<file path="src/hw/two_wire_pkg.sv">
package two_wire_pkg;

    // =====================================================================
    // clock and bus rates
    localparam int unsigned CLK_KHZ   = 125000;
    localparam int unsigned RATE0_KHZ = 100;
    localparam int unsigned RATE1_KHZ = 400;
    localparam int unsigned RATE2_KHZ = 800;
    localparam int unsigned RATE3_KHZ = 1000;

    // quarter bit periods, rounded up so the bus never runs fast
    localparam logic [9:0] QTR_RATE0 = 10'((CLK_KHZ + 4 * RATE0_KHZ - 1) / (4 * RATE0_KHZ));
    localparam logic [9:0] QTR_RATE1 = 10'((CLK_KHZ + 4 * RATE1_KHZ - 1) / (4 * RATE1_KHZ));
    localparam logic [9:0] QTR_RATE2 = 10'((CLK_KHZ + 4 * RATE2_KHZ - 1) / (4 * RATE2_KHZ));
    localparam logic [9:0] QTR_RATE3 = 10'((CLK_KHZ + 4 * RATE3_KHZ - 1) / (4 * RATE3_KHZ));

    // =====================================================================
    // rate select and transfer kinds
    localparam logic [1:0] RATE_100K  = 2'h0;
    localparam logic [1:0] RATE_400K  = 2'h1;
    localparam logic [1:0] RATE_800K  = 2'h2;
    localparam logic [1:0] RATE_1M    = 2'h3;
    localparam logic [1:0] XFER_READ  = 2'h0;
    localparam logic [1:0] XFER_WRITE = 2'h1;
    localparam logic [1:0] XFER_RD_WR = 2'h2;
    localparam logic [1:0] XFER_WR_RD = 2'h3;

    // =====================================================================
    // counts, positions, reset values
    localparam logic [4:0] MAX_BYTES  = 5'h10;
    localparam logic [3:0] ACK_BIT    = 4'h8;
    localparam logic [1:0] SAMPLE_QTR = 2'h2;
    localparam logic [1:0] LAST_QTR   = 2'h3;
    localparam logic [1:0] SEG_ADDR1  = 2'h0;
    localparam logic [1:0] SEG_ADDR2  = 2'h2;
    localparam logic [9:0] DIV_RST    = 10'h000;
    localparam logic [7:0] BYTE_RST   = 8'h00;

    // =====================================================================
    // carriers and states
    typedef struct packed {
        logic [1:0] xfer;
        logic [1:0] rate;
        logic [6:0] addr;
        logic [4:0] wr_cnt;
        logic [4:0] rd_cnt;
    } cmd_t;

    typedef struct packed {
        logic busy;
        logic done;
        logic nack;
    } status_t;

    typedef enum logic [1:0] {
        ST_IDLE  = 2'b00,
        ST_START = 2'b01,
        ST_BYTE  = 2'b10,
        ST_STOP  = 2'b11
    } state_t;

endpackage : two_wire_pkg

</file>
<file path="src/hw/two_wire_master_port.sv">
`timescale 1ns/1ns
`default_nettype none

module two_wire_master_port (
    input  wire logic                  i_mclk,
    input  wire logic                  i_rst_b,
    input  wire logic                  i_ce,
    input  wire logic                  i_start,
    input  wire two_wire_pkg::cmd_t    i_cmd,
    input  wire logic [127:0]          i_wr_data,
    input  wire logic                  i_scl,
    input  wire logic                  i_sda,
    output logic                       o_scl_o,
    output logic                       o_scl_oe,
    output logic                       o_sda_o,
    output logic                       o_sda_oe,
    output two_wire_pkg::status_t      o_status,
    output logic [127:0]               o_rd_data
);

    // =====================================================================
    // reset release
    logic [1:0] rst_sync_r;
    logic       rst_b;

    always_ff @(posedge i_mclk or negedge i_rst_b) begin
        if (!i_rst_b) begin
            rst_sync_r <= 2'h0;
        end else begin
            rst_sync_r <= {rst_sync_r[0], 1'b1};
        end
    end
    assign rst_b = rst_sync_r[1];

    // =====================================================================
    // state
    two_wire_pkg::state_t  state_r;
    two_wire_pkg::cmd_t    cmd_r;
    two_wire_pkg::status_t status_r;
    logic [1:0]            qtr_r, seg_r;
    logic [9:0]            div_r;
    logic [3:0]            bit_r, wr_idx_r, rd_idx_r;
    logic [4:0]            left_r;
    logic [7:0]            shift_r;
    logic [127:0]          wbuf_r, rbuf_r;
    logic                  rx_bit_r, scl_oe_r, sda_oe_r, low_r;

    // =====================================================================
    // decode
    logic       tick, qtr_end, sample, first_rd, two_phase, seg_rd, is_addr, rx_byte;
    logic       byte_end, nack_hit, last_in_seg, go_rstart, go_data, accept;
    logic       scl_low, sda_low;
    logic [4:0] seg_cnt;
    logic [9:0] qtr_len;

    assign tick      = (div_r == two_wire_pkg::DIV_RST);
    assign qtr_end   = tick && (qtr_r == two_wire_pkg::LAST_QTR);
    assign sample    = tick && (qtr_r == two_wire_pkg::SAMPLE_QTR);
    assign first_rd  = (cmd_r.xfer == two_wire_pkg::XFER_READ)
                    || (cmd_r.xfer == two_wire_pkg::XFER_RD_WR);
    assign two_phase = cmd_r.xfer[1];
    assign seg_rd    = seg_r[1] ? !first_rd : first_rd;
    assign is_addr   = !seg_r[0];
    assign rx_byte   = !is_addr && seg_rd;
    assign seg_cnt   = seg_rd ? cmd_r.rd_cnt : cmd_r.wr_cnt;
    assign accept    = i_start && (state_r == two_wire_pkg::ST_IDLE);
    assign byte_end  = (state_r == two_wire_pkg::ST_BYTE) && qtr_end
                    && (bit_r == two_wire_pkg::ACK_BIT);
    // no arbitration or lost-bus check: the bus is ours alone
    assign nack_hit  = !rx_byte && rx_bit_r;
    assign last_in_seg = is_addr ? (seg_cnt == 5'h00) : (left_r == 5'h01);
    assign go_rstart = !nack_hit && last_in_seg && !seg_r[1] && two_phase;
    assign go_data   = !nack_hit && !last_in_seg;

    always_comb begin
        unique case (cmd_r.rate)
            two_wire_pkg::RATE_100K: qtr_len = two_wire_pkg::QTR_RATE0;
            two_wire_pkg::RATE_400K: qtr_len = two_wire_pkg::QTR_RATE1;
            two_wire_pkg::RATE_800K: qtr_len = two_wire_pkg::QTR_RATE2;
            two_wire_pkg::RATE_1M:   qtr_len = two_wire_pkg::QTR_RATE3;
        endcase
    end

    // =====================================================================
    // pin levels; sda moves after scl has been low for a quarter, except the start and stop edges, which move it in the last quarter with scl high
    always_comb begin
        scl_low = 1'b0;
        sda_low = sda_oe_r;
        unique case (state_r)
            two_wire_pkg::ST_IDLE: begin
                sda_low = 1'b0;
            end
            two_wire_pkg::ST_START: begin
                scl_low = (qtr_r < 2'h2);
                if (qtr_r != 2'h0) begin
                    sda_low = (qtr_r == two_wire_pkg::LAST_QTR);
                end
            end
            two_wire_pkg::ST_BYTE: begin
                scl_low = (qtr_r < 2'h2);
                if (qtr_r != 2'h0) begin
                    if (bit_r == two_wire_pkg::ACK_BIT) begin
                        sda_low = rx_byte && (left_r != 5'h01);
                    end else begin
                        sda_low = !rx_byte && !shift_r[7];
                    end
                end
            end
            two_wire_pkg::ST_STOP: begin
                scl_low = (qtr_r < 2'h2);
                if (qtr_r != 2'h0) begin
                    sda_low = (qtr_r != two_wire_pkg::LAST_QTR);
                end
            end
        endcase
    end

    // open drain: the driven level is a constant low
    always_ff @(posedge i_mclk or negedge rst_b) begin
        if (!rst_b) begin
            scl_oe_r <= 1'b0;
            sda_oe_r <= 1'b0;
            low_r    <= 1'b0;
        end else if (i_ce) begin
            scl_oe_r <= scl_low;
            sda_oe_r <= sda_low;
            low_r    <= 1'b0;
        end
    end

    // =====================================================================
    // bit timing; scl is never read back, so a stretching slave is ignored
    always_ff @(posedge i_mclk or negedge rst_b) begin
        if (!rst_b) begin
            div_r <= two_wire_pkg::DIV_RST;
            qtr_r <= 2'h0;
        end else if (i_ce) begin
            if (state_r == two_wire_pkg::ST_IDLE) begin
                div_r <= two_wire_pkg::DIV_RST;
                qtr_r <= 2'h0;
            end else if (tick) begin
                div_r <= qtr_len - 10'h001;
                qtr_r <= qtr_r + 2'h1;
            end else begin
                div_r <= div_r - 10'h001;
            end
        end
    end

    // =====================================================================
    // sequencer
    always_ff @(posedge i_mclk or negedge rst_b) begin
        if (!rst_b) begin
            state_r <= two_wire_pkg::ST_IDLE;
            seg_r   <= two_wire_pkg::SEG_ADDR1;
            bit_r   <= 4'h0;
            left_r  <= 5'h00;
        end else if (i_ce) begin
            unique case (state_r)
                two_wire_pkg::ST_IDLE: begin
                    if (accept) begin
                        state_r <= two_wire_pkg::ST_START;
                        seg_r   <= two_wire_pkg::SEG_ADDR1;
                    end
                end
                two_wire_pkg::ST_START: begin
                    if (qtr_end) begin
                        state_r <= two_wire_pkg::ST_BYTE;
                        bit_r   <= 4'h0;
                    end
                end
                two_wire_pkg::ST_BYTE: begin
                    if (byte_end) begin
                        bit_r <= 4'h0;
                        if (go_data) begin
                            seg_r[0] <= 1'b1;
                            left_r   <= is_addr ? seg_cnt : left_r - 5'h01;
                        end else if (go_rstart) begin
                            state_r <= two_wire_pkg::ST_START;
                            seg_r   <= two_wire_pkg::SEG_ADDR2;
                        end else begin
                            state_r <= two_wire_pkg::ST_STOP;
                        end
                    end else if (qtr_end) begin
                        bit_r <= bit_r + 4'h1;
                    end
                end
                two_wire_pkg::ST_STOP: begin
                    if (qtr_end) begin
                        state_r <= two_wire_pkg::ST_IDLE;
                    end
                end
            endcase
        end
    end

    // =====================================================================
    // command capture; counts above sixteen are clipped
    always_ff @(posedge i_mclk or negedge rst_b) begin
        if (!rst_b) begin
            cmd_r  <= '0;
            wbuf_r <= '0;
        end else if (i_ce && accept) begin
            cmd_r <= i_cmd;
            if (i_cmd.wr_cnt > two_wire_pkg::MAX_BYTES) begin
                cmd_r.wr_cnt <= two_wire_pkg::MAX_BYTES;
            end
            if (i_cmd.rd_cnt > two_wire_pkg::MAX_BYTES) begin
                cmd_r.rd_cnt <= two_wire_pkg::MAX_BYTES;
            end
            wbuf_r <= i_wr_data;
        end
    end

    // =====================================================================
    // byte shifter and data buffers
    always_ff @(posedge i_mclk or negedge rst_b) begin
        if (!rst_b) begin
            shift_r  <= two_wire_pkg::BYTE_RST;
            rx_bit_r <= 1'b1;
            wr_idx_r <= 4'h0;
            rd_idx_r <= 4'h0;
            rbuf_r   <= '0;
        end else if (i_ce) begin
            if (accept) begin
                wr_idx_r <= 4'h0;
                rd_idx_r <= 4'h0;
            end
            if (sample) begin
                rx_bit_r <= i_sda;
            end
            if (state_r == two_wire_pkg::ST_START && qtr_end) begin
                shift_r <= {cmd_r.addr, seg_rd};
            end else if (byte_end) begin
                if (rx_byte) begin
                    rbuf_r[{rd_idx_r, 3'h0} +: 8] <= shift_r;
                    rd_idx_r <= rd_idx_r + 4'h1;
                end
                if (go_data && !seg_rd) begin
                    shift_r  <= wbuf_r[{wr_idx_r, 3'h0} +: 8];
                    wr_idx_r <= wr_idx_r + 4'h1;
                end
            end else if (state_r == two_wire_pkg::ST_BYTE && tick && qtr_r == 2'h0
                         && bit_r != 4'h0) begin
                shift_r <= {shift_r[6:0], rx_bit_r};
            end
        end
    end

    // =====================================================================
    // status; nack only sets while busy and only clears on a new start
    always_ff @(posedge i_mclk or negedge rst_b) begin
        if (!rst_b) begin
            status_r <= '0;
        end else if (i_ce) begin
            status_r.done <= (state_r == two_wire_pkg::ST_STOP) && qtr_end;
            if (accept) begin
                status_r.busy <= 1'b1;
                status_r.nack <= 1'b0;
            end else if ((state_r == two_wire_pkg::ST_STOP) && qtr_end) begin
                status_r.busy <= 1'b0;
            end
            if (byte_end && nack_hit) begin
                status_r.nack <= 1'b1;
            end
        end
    end

    assign o_scl_o   = low_r;
    assign o_sda_o   = low_r;
    assign o_scl_oe  = scl_oe_r;
    assign o_sda_oe  = sda_oe_r;
    assign o_status  = status_r;
    assign o_rd_data = rbuf_r;
endmodule : two_wire_master_port
`default_nettype wire

</file>
<file path="config.mk">
export PLATFORM = sky130hd
export DESIGN_NAME = two_wire_master_port
export DESIGN_NICKNAME = d
export VERILOG_FILES = /design/src/hw/two_wire_pkg.sv /design/src/hw/two_wire_master_port.sv
export SDC_FILE = /design/constraint.sdc
export NUM_CORES = 1
export LEC_CHECK = 0
export CORE_MARGIN = 1
export CORE_UTILIZATION = 35
export CTS_CLUSTER_DIAMETER = 60
export DETAILED_ROUTE_END_ITERATION = 12
export DONT_BUFFER_PORTS = 1
export HOLD_SLACK_MARGIN = 0.02
export REMOVE_ABC_BUFFERS = 1
export SLEW_MARGIN = 20
export SYNTH_ARGS = -nofsm -noshare
export SYNTH_HDL_FRONTEND = slang
export SYNTH_SLANG_ARGS = --single-unit
</file>
<file path="constraint.sdc">
create_clock -name i_mclk -period 12.2 [get_ports i_mclk]
set_clock_uncertainty 0.15 [all_clocks]
set_input_delay 0.61 -clock i_mclk [delete_from_list [all_inputs] [get_ports i_mclk]]
set_output_delay 0.61 -clock i_mclk [all_outputs]
set_load 0.05 [all_outputs]
</file>
==> results.txt, run 1 <==
Comb pwr share - 17.8%
Gate Count Post-Synth - 1466
IO Count - 290
GPL Wtd Cong - 0.8396
Setup CP Type - flop to flop
Routed vias - 10920
Clock buffer depth - 3
Synth area leader - dfrtp_1
Clock Latency Late Sink - 0.57 ns
WL final - 40.56 mm
Post-DRT Antenna Nets - 0
EDFF count, synth - 0
Initial DRC count - 711
Worst-Margin Slew - 1.035 ns
Sequential Power Share - 46.0%
Largest net degree at the start of global routing - 113
Drt via density - 5.103
CP Capture Type - flop
Most frequent cells after synthesis - 578 x nand2_1, 325 x dfrtp_1, 91 x o21ai_0
Avg Cell Area, Syn - 9.999 sq um
Hold Path Class - input port to flop
Synth Register Bits - 326
Drt drc - 52
Total power - 3.419 mW
Core Box Area - 41110 sq um
Post-synth top area share - 55.48%
Die width - 206.6 um
Initial antenna violation count - 2
Area after DPL - 15090 sq um
Top cells by area, synth - dfrtp_1 55%, nand2_1 15%, mux2_2 5.4%
Top-count cell post-synth - nand2_1
Clock share of power - 36.2%
Clock Sinks - 326
Async S/R FF share, synth - 100.0%
Setup_tns - 0 ns
FF-to-FF End - wr_idx_r[0]
CP startpoint - state_r[1]
Pre-antenna DRT Iters - 10
P_sw - 1.021 mW
RSZ-0062 raised after global routing - no
Fin crit share - 27.95%
Grt ovf - 0
Critical register-to-register path startpoint - state_r[1]
Worst path required time - 12.48 ns
Fin. Hold Viols - 0
WP data arrival - 3.69 ns
Synth warnings - 0
Final Setup Violations - 0
Leak - 8.154 nW
CP Capture Point - wr_idx_r[0]
Reg-to-reg setup timing slack - 8.79 ns
Buffers on Ports - 0
Violated checks - DRC
H-Tree Depth - 2
Slew Limit Fails - 0
Setup bufs post-CTS - 0
Worst setup SP type - flop
Max_cap viols - 0
Final Critical Period - 3.409 ns
Run status - finished, violations left
Die footprint - 42700 sq um
Post-route cell area - 17880 sq um
CP max-delay cell - nor2_4
PwrDens - 191.2 nW/um^2
Detailed Place HPWL - 26.26 mm
Synth cell types - 65
Highest clock rate - 0.2933 GHz
Post-synth design cell area - 14660 sq um
Initial Util - 35.66%
Sequential area share after synthesis - 55.66%
Fillers - 3870
Wire per inst - 18.95 um
Layout cell share with drive strength beyond 1 - 12.52%
Ys flop type - dfrtp_1
CP Max Fanout - 112
Max stage delay on crit path - 0.81 ns
Vias in the first global route - 11140
Pint - 2.398 mW
CTS clk-pin slew, worst paths - 0.06 ns
First-pass GRT wire length - 62.10 mm
TritonCTS clock tree - yes
Net Sw Frac - 29.86%
Reg2Reg Depth - 6
Slew headroom - 30.81%
Worst IR Drop VDD - 0.0001403 V
CTS Buf Count - 41
CP cell instances - nor2_1 > or3_1 > nor2_4 > buf_6 > a41oi_1 > mux2_2
CTS resizes - 0
Final net count - 1745
CTS Root Cell - clkbuf_16
Chip Height - 206.6 um
GRT Total Usage - 18.81%
Rows - 74
Area growth syn-to-layout - 22.01%
-- flip-flops by register name, summed over array words and instances (netlist names), 2 cells and up --
| register | flops |
|---|---|
| rst_sync_r | 2 |
| left_r | 5 |
| o_status | 3 |
| bit_r | 4 |
| div_r | 10 |
| rd_idx_r | 4 |
| qtr_r | 2 |
| shift_r | 8 |
| wr_idx_r | 4 |
| o_rd_data | 128 |
| state_r | 2 |
| cmd_r | 21 |
| seg_r | 2 |
| wbuf_r | 128 |
-- layout by cell type (no fill, tap or decap), types with 4 or more instances in the layout --
cell / instances
nand3_1: 12
clkbuf_8: 7
inv_6: 5
ha_1: 13
o21ai_1: 7
and2_1: 4
a22oi_1: 9
nor3_1: 15
nor2_1: 32
clkbuf_16: 41
inv_1: 30
mux4_2: 32
nand2_1: 577
or2_2: 4
mux2_1: 8
nor4_1: 5
bufinv_16: 4
dfrtp_1: 322
mux2_2: 70
a21oi_1: 17
or3_1: 6
dlygate4sd3_1: 141
o31ai_1: 9
nor3b_1: 4
buf_4: 8
clkbuf_1: 6
nand3b_1: 11
mux2i_1: 30
o21ai_0: 91
-- final cells by class --
type / count / area (sq um) / share of cell area [%]
antenna: 2 / 5.005 / 0.02799
tap: 532 / 665.6 / 3.722
multi-input combinational: 1028 / 6076 / 33.97
clock buffer: 54 / 1145 / 6.402
inverter: 30 / 112.6 / 0.6297
timing repair buffer: 150 / 1483 / 8.291
clock inverter: 18 / 231.5 / 1.294
sequential: 326 / 8165 / 45.66
-- kinds of logic (layout without fill, tap and decap cells) --
logic type | Yosys count | in the layout | synth area share [%]
AO/OA/AOI/OAI | 162 | 162 | 6.496
adder cells (fa/ha/maj) | 13 | 13 | 1.110
buffers and inverters | 113 | 252 | 3.013
multiplexers | 140 | 140 | 12.96
other | 2 | 5 | 0.05124
AND/OR/NAND/NOR | 706 | 706 | 20.42
flip-flops | 326 | 326 | 55.66
XOR/XNOR | 4 | 4 | 0.2903
-- worst min-delay path by stage --
| stage | endpoint | startpoint | cells past startpoint |
|---|---|---|---|
| 5_1_grt | wbuf_r[106] | i_wr_data[106] | 2 |
| 4_1_cts | wbuf_r[106] | i_wr_data[106] | 2 |
| 6_report | wbuf_r[106] | i_wr_data[106] | 2 |
| 2_1_floorplan | rst_sync_r[0] | i_rst_b | 0 |
| 3_5_place_dp | rst_sync_r[0] | i_rst_b | 0 |
| 3_3_place_gp | rst_sync_r[0] | i_rst_b | 0 |
-- through the flow --
step	instances	hold WS (ns)	utilization (%)	setup slack (ns)
3_3_place_gp	1925	0.1645	36.70	8.157
5_1_grt	2139	0.02474	43.50	8.458
3_5_place_dp	1925	0.1644	36.70	8.090
6_report	2140	0.04439	43.50	8.791
2_1_floorplan	1384	0.1644	-	2.293
4_1_cts	2138	0.02028	43.48	8.459
-- worst max-delay path: cells and delay by family (launching register included) --
family | cells | cell delay, ns
mux | 1 | 0.32
compound gates | 1 | 0.17
simple gates | 3 | 1.30
flops | 1 | 0.65
buf+inv | 1 | 0.65
-- repair_timing --
| action | CTS | global route |
|---|---|---|
| hold buffers | 141 | 0 |
| hold endpoints to repair | 142 | 0 |
| setup endpoints to repair | 0 | 0 |
-- power by group through the flow --
stage	clock [mW]	sequential (mW)	combinational (mW)
after detailed placement	0	1.59	0.563
after global routing	1.30	1.61	0.698
after global placement	0	1.57	0.547
final	1.24	1.57	0.610
after floorplan	0	1.53	0.446
after CTS	1.26	1.57	0.605
-- per-layer routing --
metal  GRT usage (%)  vias to the layer above  part of all wire (%)  routed length, um
li1                -                     5119                     -                  -
met1           23.09                     5344                    41              16560
met2           31.14                      381                    47              19250
met3           5.683                       76                   9.1               3675
met4           6.828                        0                   2.7               1075
met5               0                        -                     0                  0
Power figures use the tool's default switching activity.
==> run 2, diff against run 1 <==
clock period = 3.25 ns   (was 12.2 ns; I/O delays follow)
==> run 2 against run 1 <==
Compared with the run above: the flow still finishes with violations (DRC); critical path depth increased by 2; combinational power increased to 4.0 times the previous value; cell area increased by 2.3%; power increased to 3.8 times the previous value; register-to-register slack got worse by 8.5 ns; clock power increased to 3.7 times the previous value; sequential power increased to 3.7 times the previous value; critical path type is now input port to flop; largest cell class unchanged.
==> results.txt, run 2 (synthesized netlist as in run 1, its figures left out) <==
Run status - finished, violations left (unchanged)
Violated checks - DRC (unchanged)
Routed vias - 11090 (was 10920)
Setup CP Type - input port to flop (was flop to flop)
Die footprint - 42700 sq um (unchanged)
Largest net degree at the start of global routing - 115 (was 113)
Worst setup SP type - input port (was flop)
Initial antenna violation count - 3 (was 2)
Leak - 8.343 nW (was 8.154 nW)
Pre-antenna DRT Iters - 12 (was 10)
CTS Root Cell - clkbuf_16 (unchanged)
Worst path required time - 3.57 ns (was 12.48 ns)
PwrDens - 704.7 nW/um^2 (was 191.2 nW/um^2)
FF-to-FF End - o_rd_data[2] (was wr_idx_r[0])
WL final - 41.11 mm (was 40.56 mm)
Buffers on Ports - 0 (unchanged)
Reg2Reg Depth - 6 (unchanged)
Worst-Margin Slew - 0.9463 ns (was 1.035 ns)
GPL Wtd Cong - 0.8823 (was 0.8396)
First-pass GRT wire length - 63.62 mm (was 62.10 mm)
Min-delay src - i_ce (was i_wr_data[106])
Total power - 12.89 mW (was 3.419 mW)
Met2 Track Usage GR - 31.10% (was 31.14%)
Most common library cell in the layout ignoring fill and taps - nand2_1 (unchanged)
Core Box Area - 41110 sq um (unchanged)
Critical register-to-register path startpoint - div_r[0] (was state_r[1])
Die width - 206.6 um (unchanged)
Drt via density - 5.088 (was 5.103)
Rows - 74 (unchanged)
Grt met3 use - 6.405% (was 5.683%)
CTS clk-pin slew, worst paths - 0.06 ns (about the same)
Commonest non-fill, non-tap cells in the layout - 577 x nand2_1, 322 x dfrtp_1, 159 x dlygate4sd3_1, 91 x o21ai_0, 70 x mux2_2 (was 577 x nand2_1, 322 x dfrtp_1, 141 x dlygate4sd3_1, 91 x o21ai_0, 70 x mux2_2)
Reg-to-reg setup timing slack - 0.29 ns (was 8.79 ns)
Dpl cells - 1946 (was 1925)
Wire per inst - 18.87 um (was 18.95 um)
Post-route cell area - 18300 sq um (was 17880 sq um)
CP Max Fanout - 23 (was 112)
Hold EP - shift_r[0] (was wbuf_r[106])
IO Count - 290 (unchanged)
RSZ-0062 raised after global routing - no (unchanged)
Final Critical Period - 3.029 ns
Initial DRC count - 658 (was 711)
CTS Buf Count - 39 (was 41)
Drt drc - 52 (unchanged)
GRT Total Usage - 19.05% (was 18.81%)
CP Capture Type - flop (unchanged)
Place WS - 0.3622 ns (was 8.090 ns)
Detailed Place HPWL - 26.82 mm (was 26.26 mm)
Area growth syn-to-layout - 24.82% (was 22.01%)
Clock Sinks - 326 (unchanged)
Slew headroom - 36.71% (was 30.81%)
Gr busiest metal - met2 (unchanged)
Max_cap viols - 0 (unchanged)
Final net count - 1782 (was 1745)
Hold Path Class - input port to flop (unchanged)
WHS Path Cells - 2 (unchanged)
TritonCTS clock tree - yes (unchanged)
Chip Height - 206.6 um (unchanged)
Layout cell share with drive strength beyond 1 - 13.51% (was 12.52%)
Initial Util - 35.66% (unchanged)
Area after DPL - 15330 sq um (was 15090 sq um)
Post-DRT Antenna Nets - 0 (unchanged)
Highest clock rate - 0.3302 GHz
Fin. Hold Viols - 0 (unchanged)
Setup ws final - 0.2213 ns (was 8.791 ns)
Final Setup Violations - 0 (unchanged)
WP data arrival - 3.35 ns (was 3.69 ns)
Layout Cells excl Fill - 2179 (was 2140)
Fin crit share - 93.19%
Clock Latency Late Sink - 0.53 ns (was 0.57 ns)
H-Tree Depth - 2 (unchanged)
Grt ovf - 0 (unchanged)
M1 GR Usage - 24.24% (was 23.09%)
Worst IR Drop VDD - 0.0005248 V (was 0.0001403 V)
Slew Limit Fails - 0 (unchanged)
Vias in the first global route - 11320 (was 11140)
Clock buffer depth - 3 (unchanged)
run 2: how the worst max path moves through the flow:
stage,from,end
2_1_floorplan,rst_sync_r[1],bit_r[0]
3_3_place_gp,div_r[0],shift_r[1]
3_5_place_dp,div_r[7],o_rd_data[2]
4_1_cts,i_ce,cmd_r[19]
5_1_grt,i_ce,cmd_r[15]
6_report,i_ce,cmd_r[19]
run 2: what timing repair did:
item,4_1_cts,5_1_grt
endpoints found under the hold margin,221,0
hold buffers,159,0
resized for setup,0,0
buffers inserted,0,0
run 2: power breakdown:
part / leakage (nW) / internal, mW / switching, mW
registers: 4.02 / 5.10 / 0.780
logic: 3.66 / 1.17 / 1.27
clock network: 0.660 / 2.81 / 1.76
total: 8.34 / 9.08 / 3.81
run 2: critical path, stage by stage:
cell and delay [ns]:
dlygate4sd3_1 1.16, inv_1 0.20, or3_1 0.49, nor2_4 0.35, buf_4 0.29, nand2_1 0.09
nand2_1 0.05, dlygate4sd3_1 0.54
run 2: area by class of cell:
type | instances | area (sq um)
tap | 532 | 665.6
sequential | 326 | 8165
fill | 3839 | 22810
clock buffer | 49 | 1096
timing repair buffer | 189 | 1904
inverter | 30 | 112.6
multi-input combinational | 1028 | 6076
antenna | 4 | 10.01
clock inverter | 21 | 266.5
run 2: metrics by stage:
stage	utilization, %	hold slack (ns)	TNS, ns
after floorplan	-	-0.2831	-2568.88
after global placement	37.30	-0.2831	0
after detailed placement	37.30	-0.2831	0
after CTS	44.48	0.06513	0
after global routing	44.50	0.08452	0
final	44.51	0.07404	0
run 2: layer usage:
layer	vias up	share of wire, %
met1	5414	41
li1	5214	-
met4	0	1.7
met3	45	9.8
met2	414	47
met5	-	0
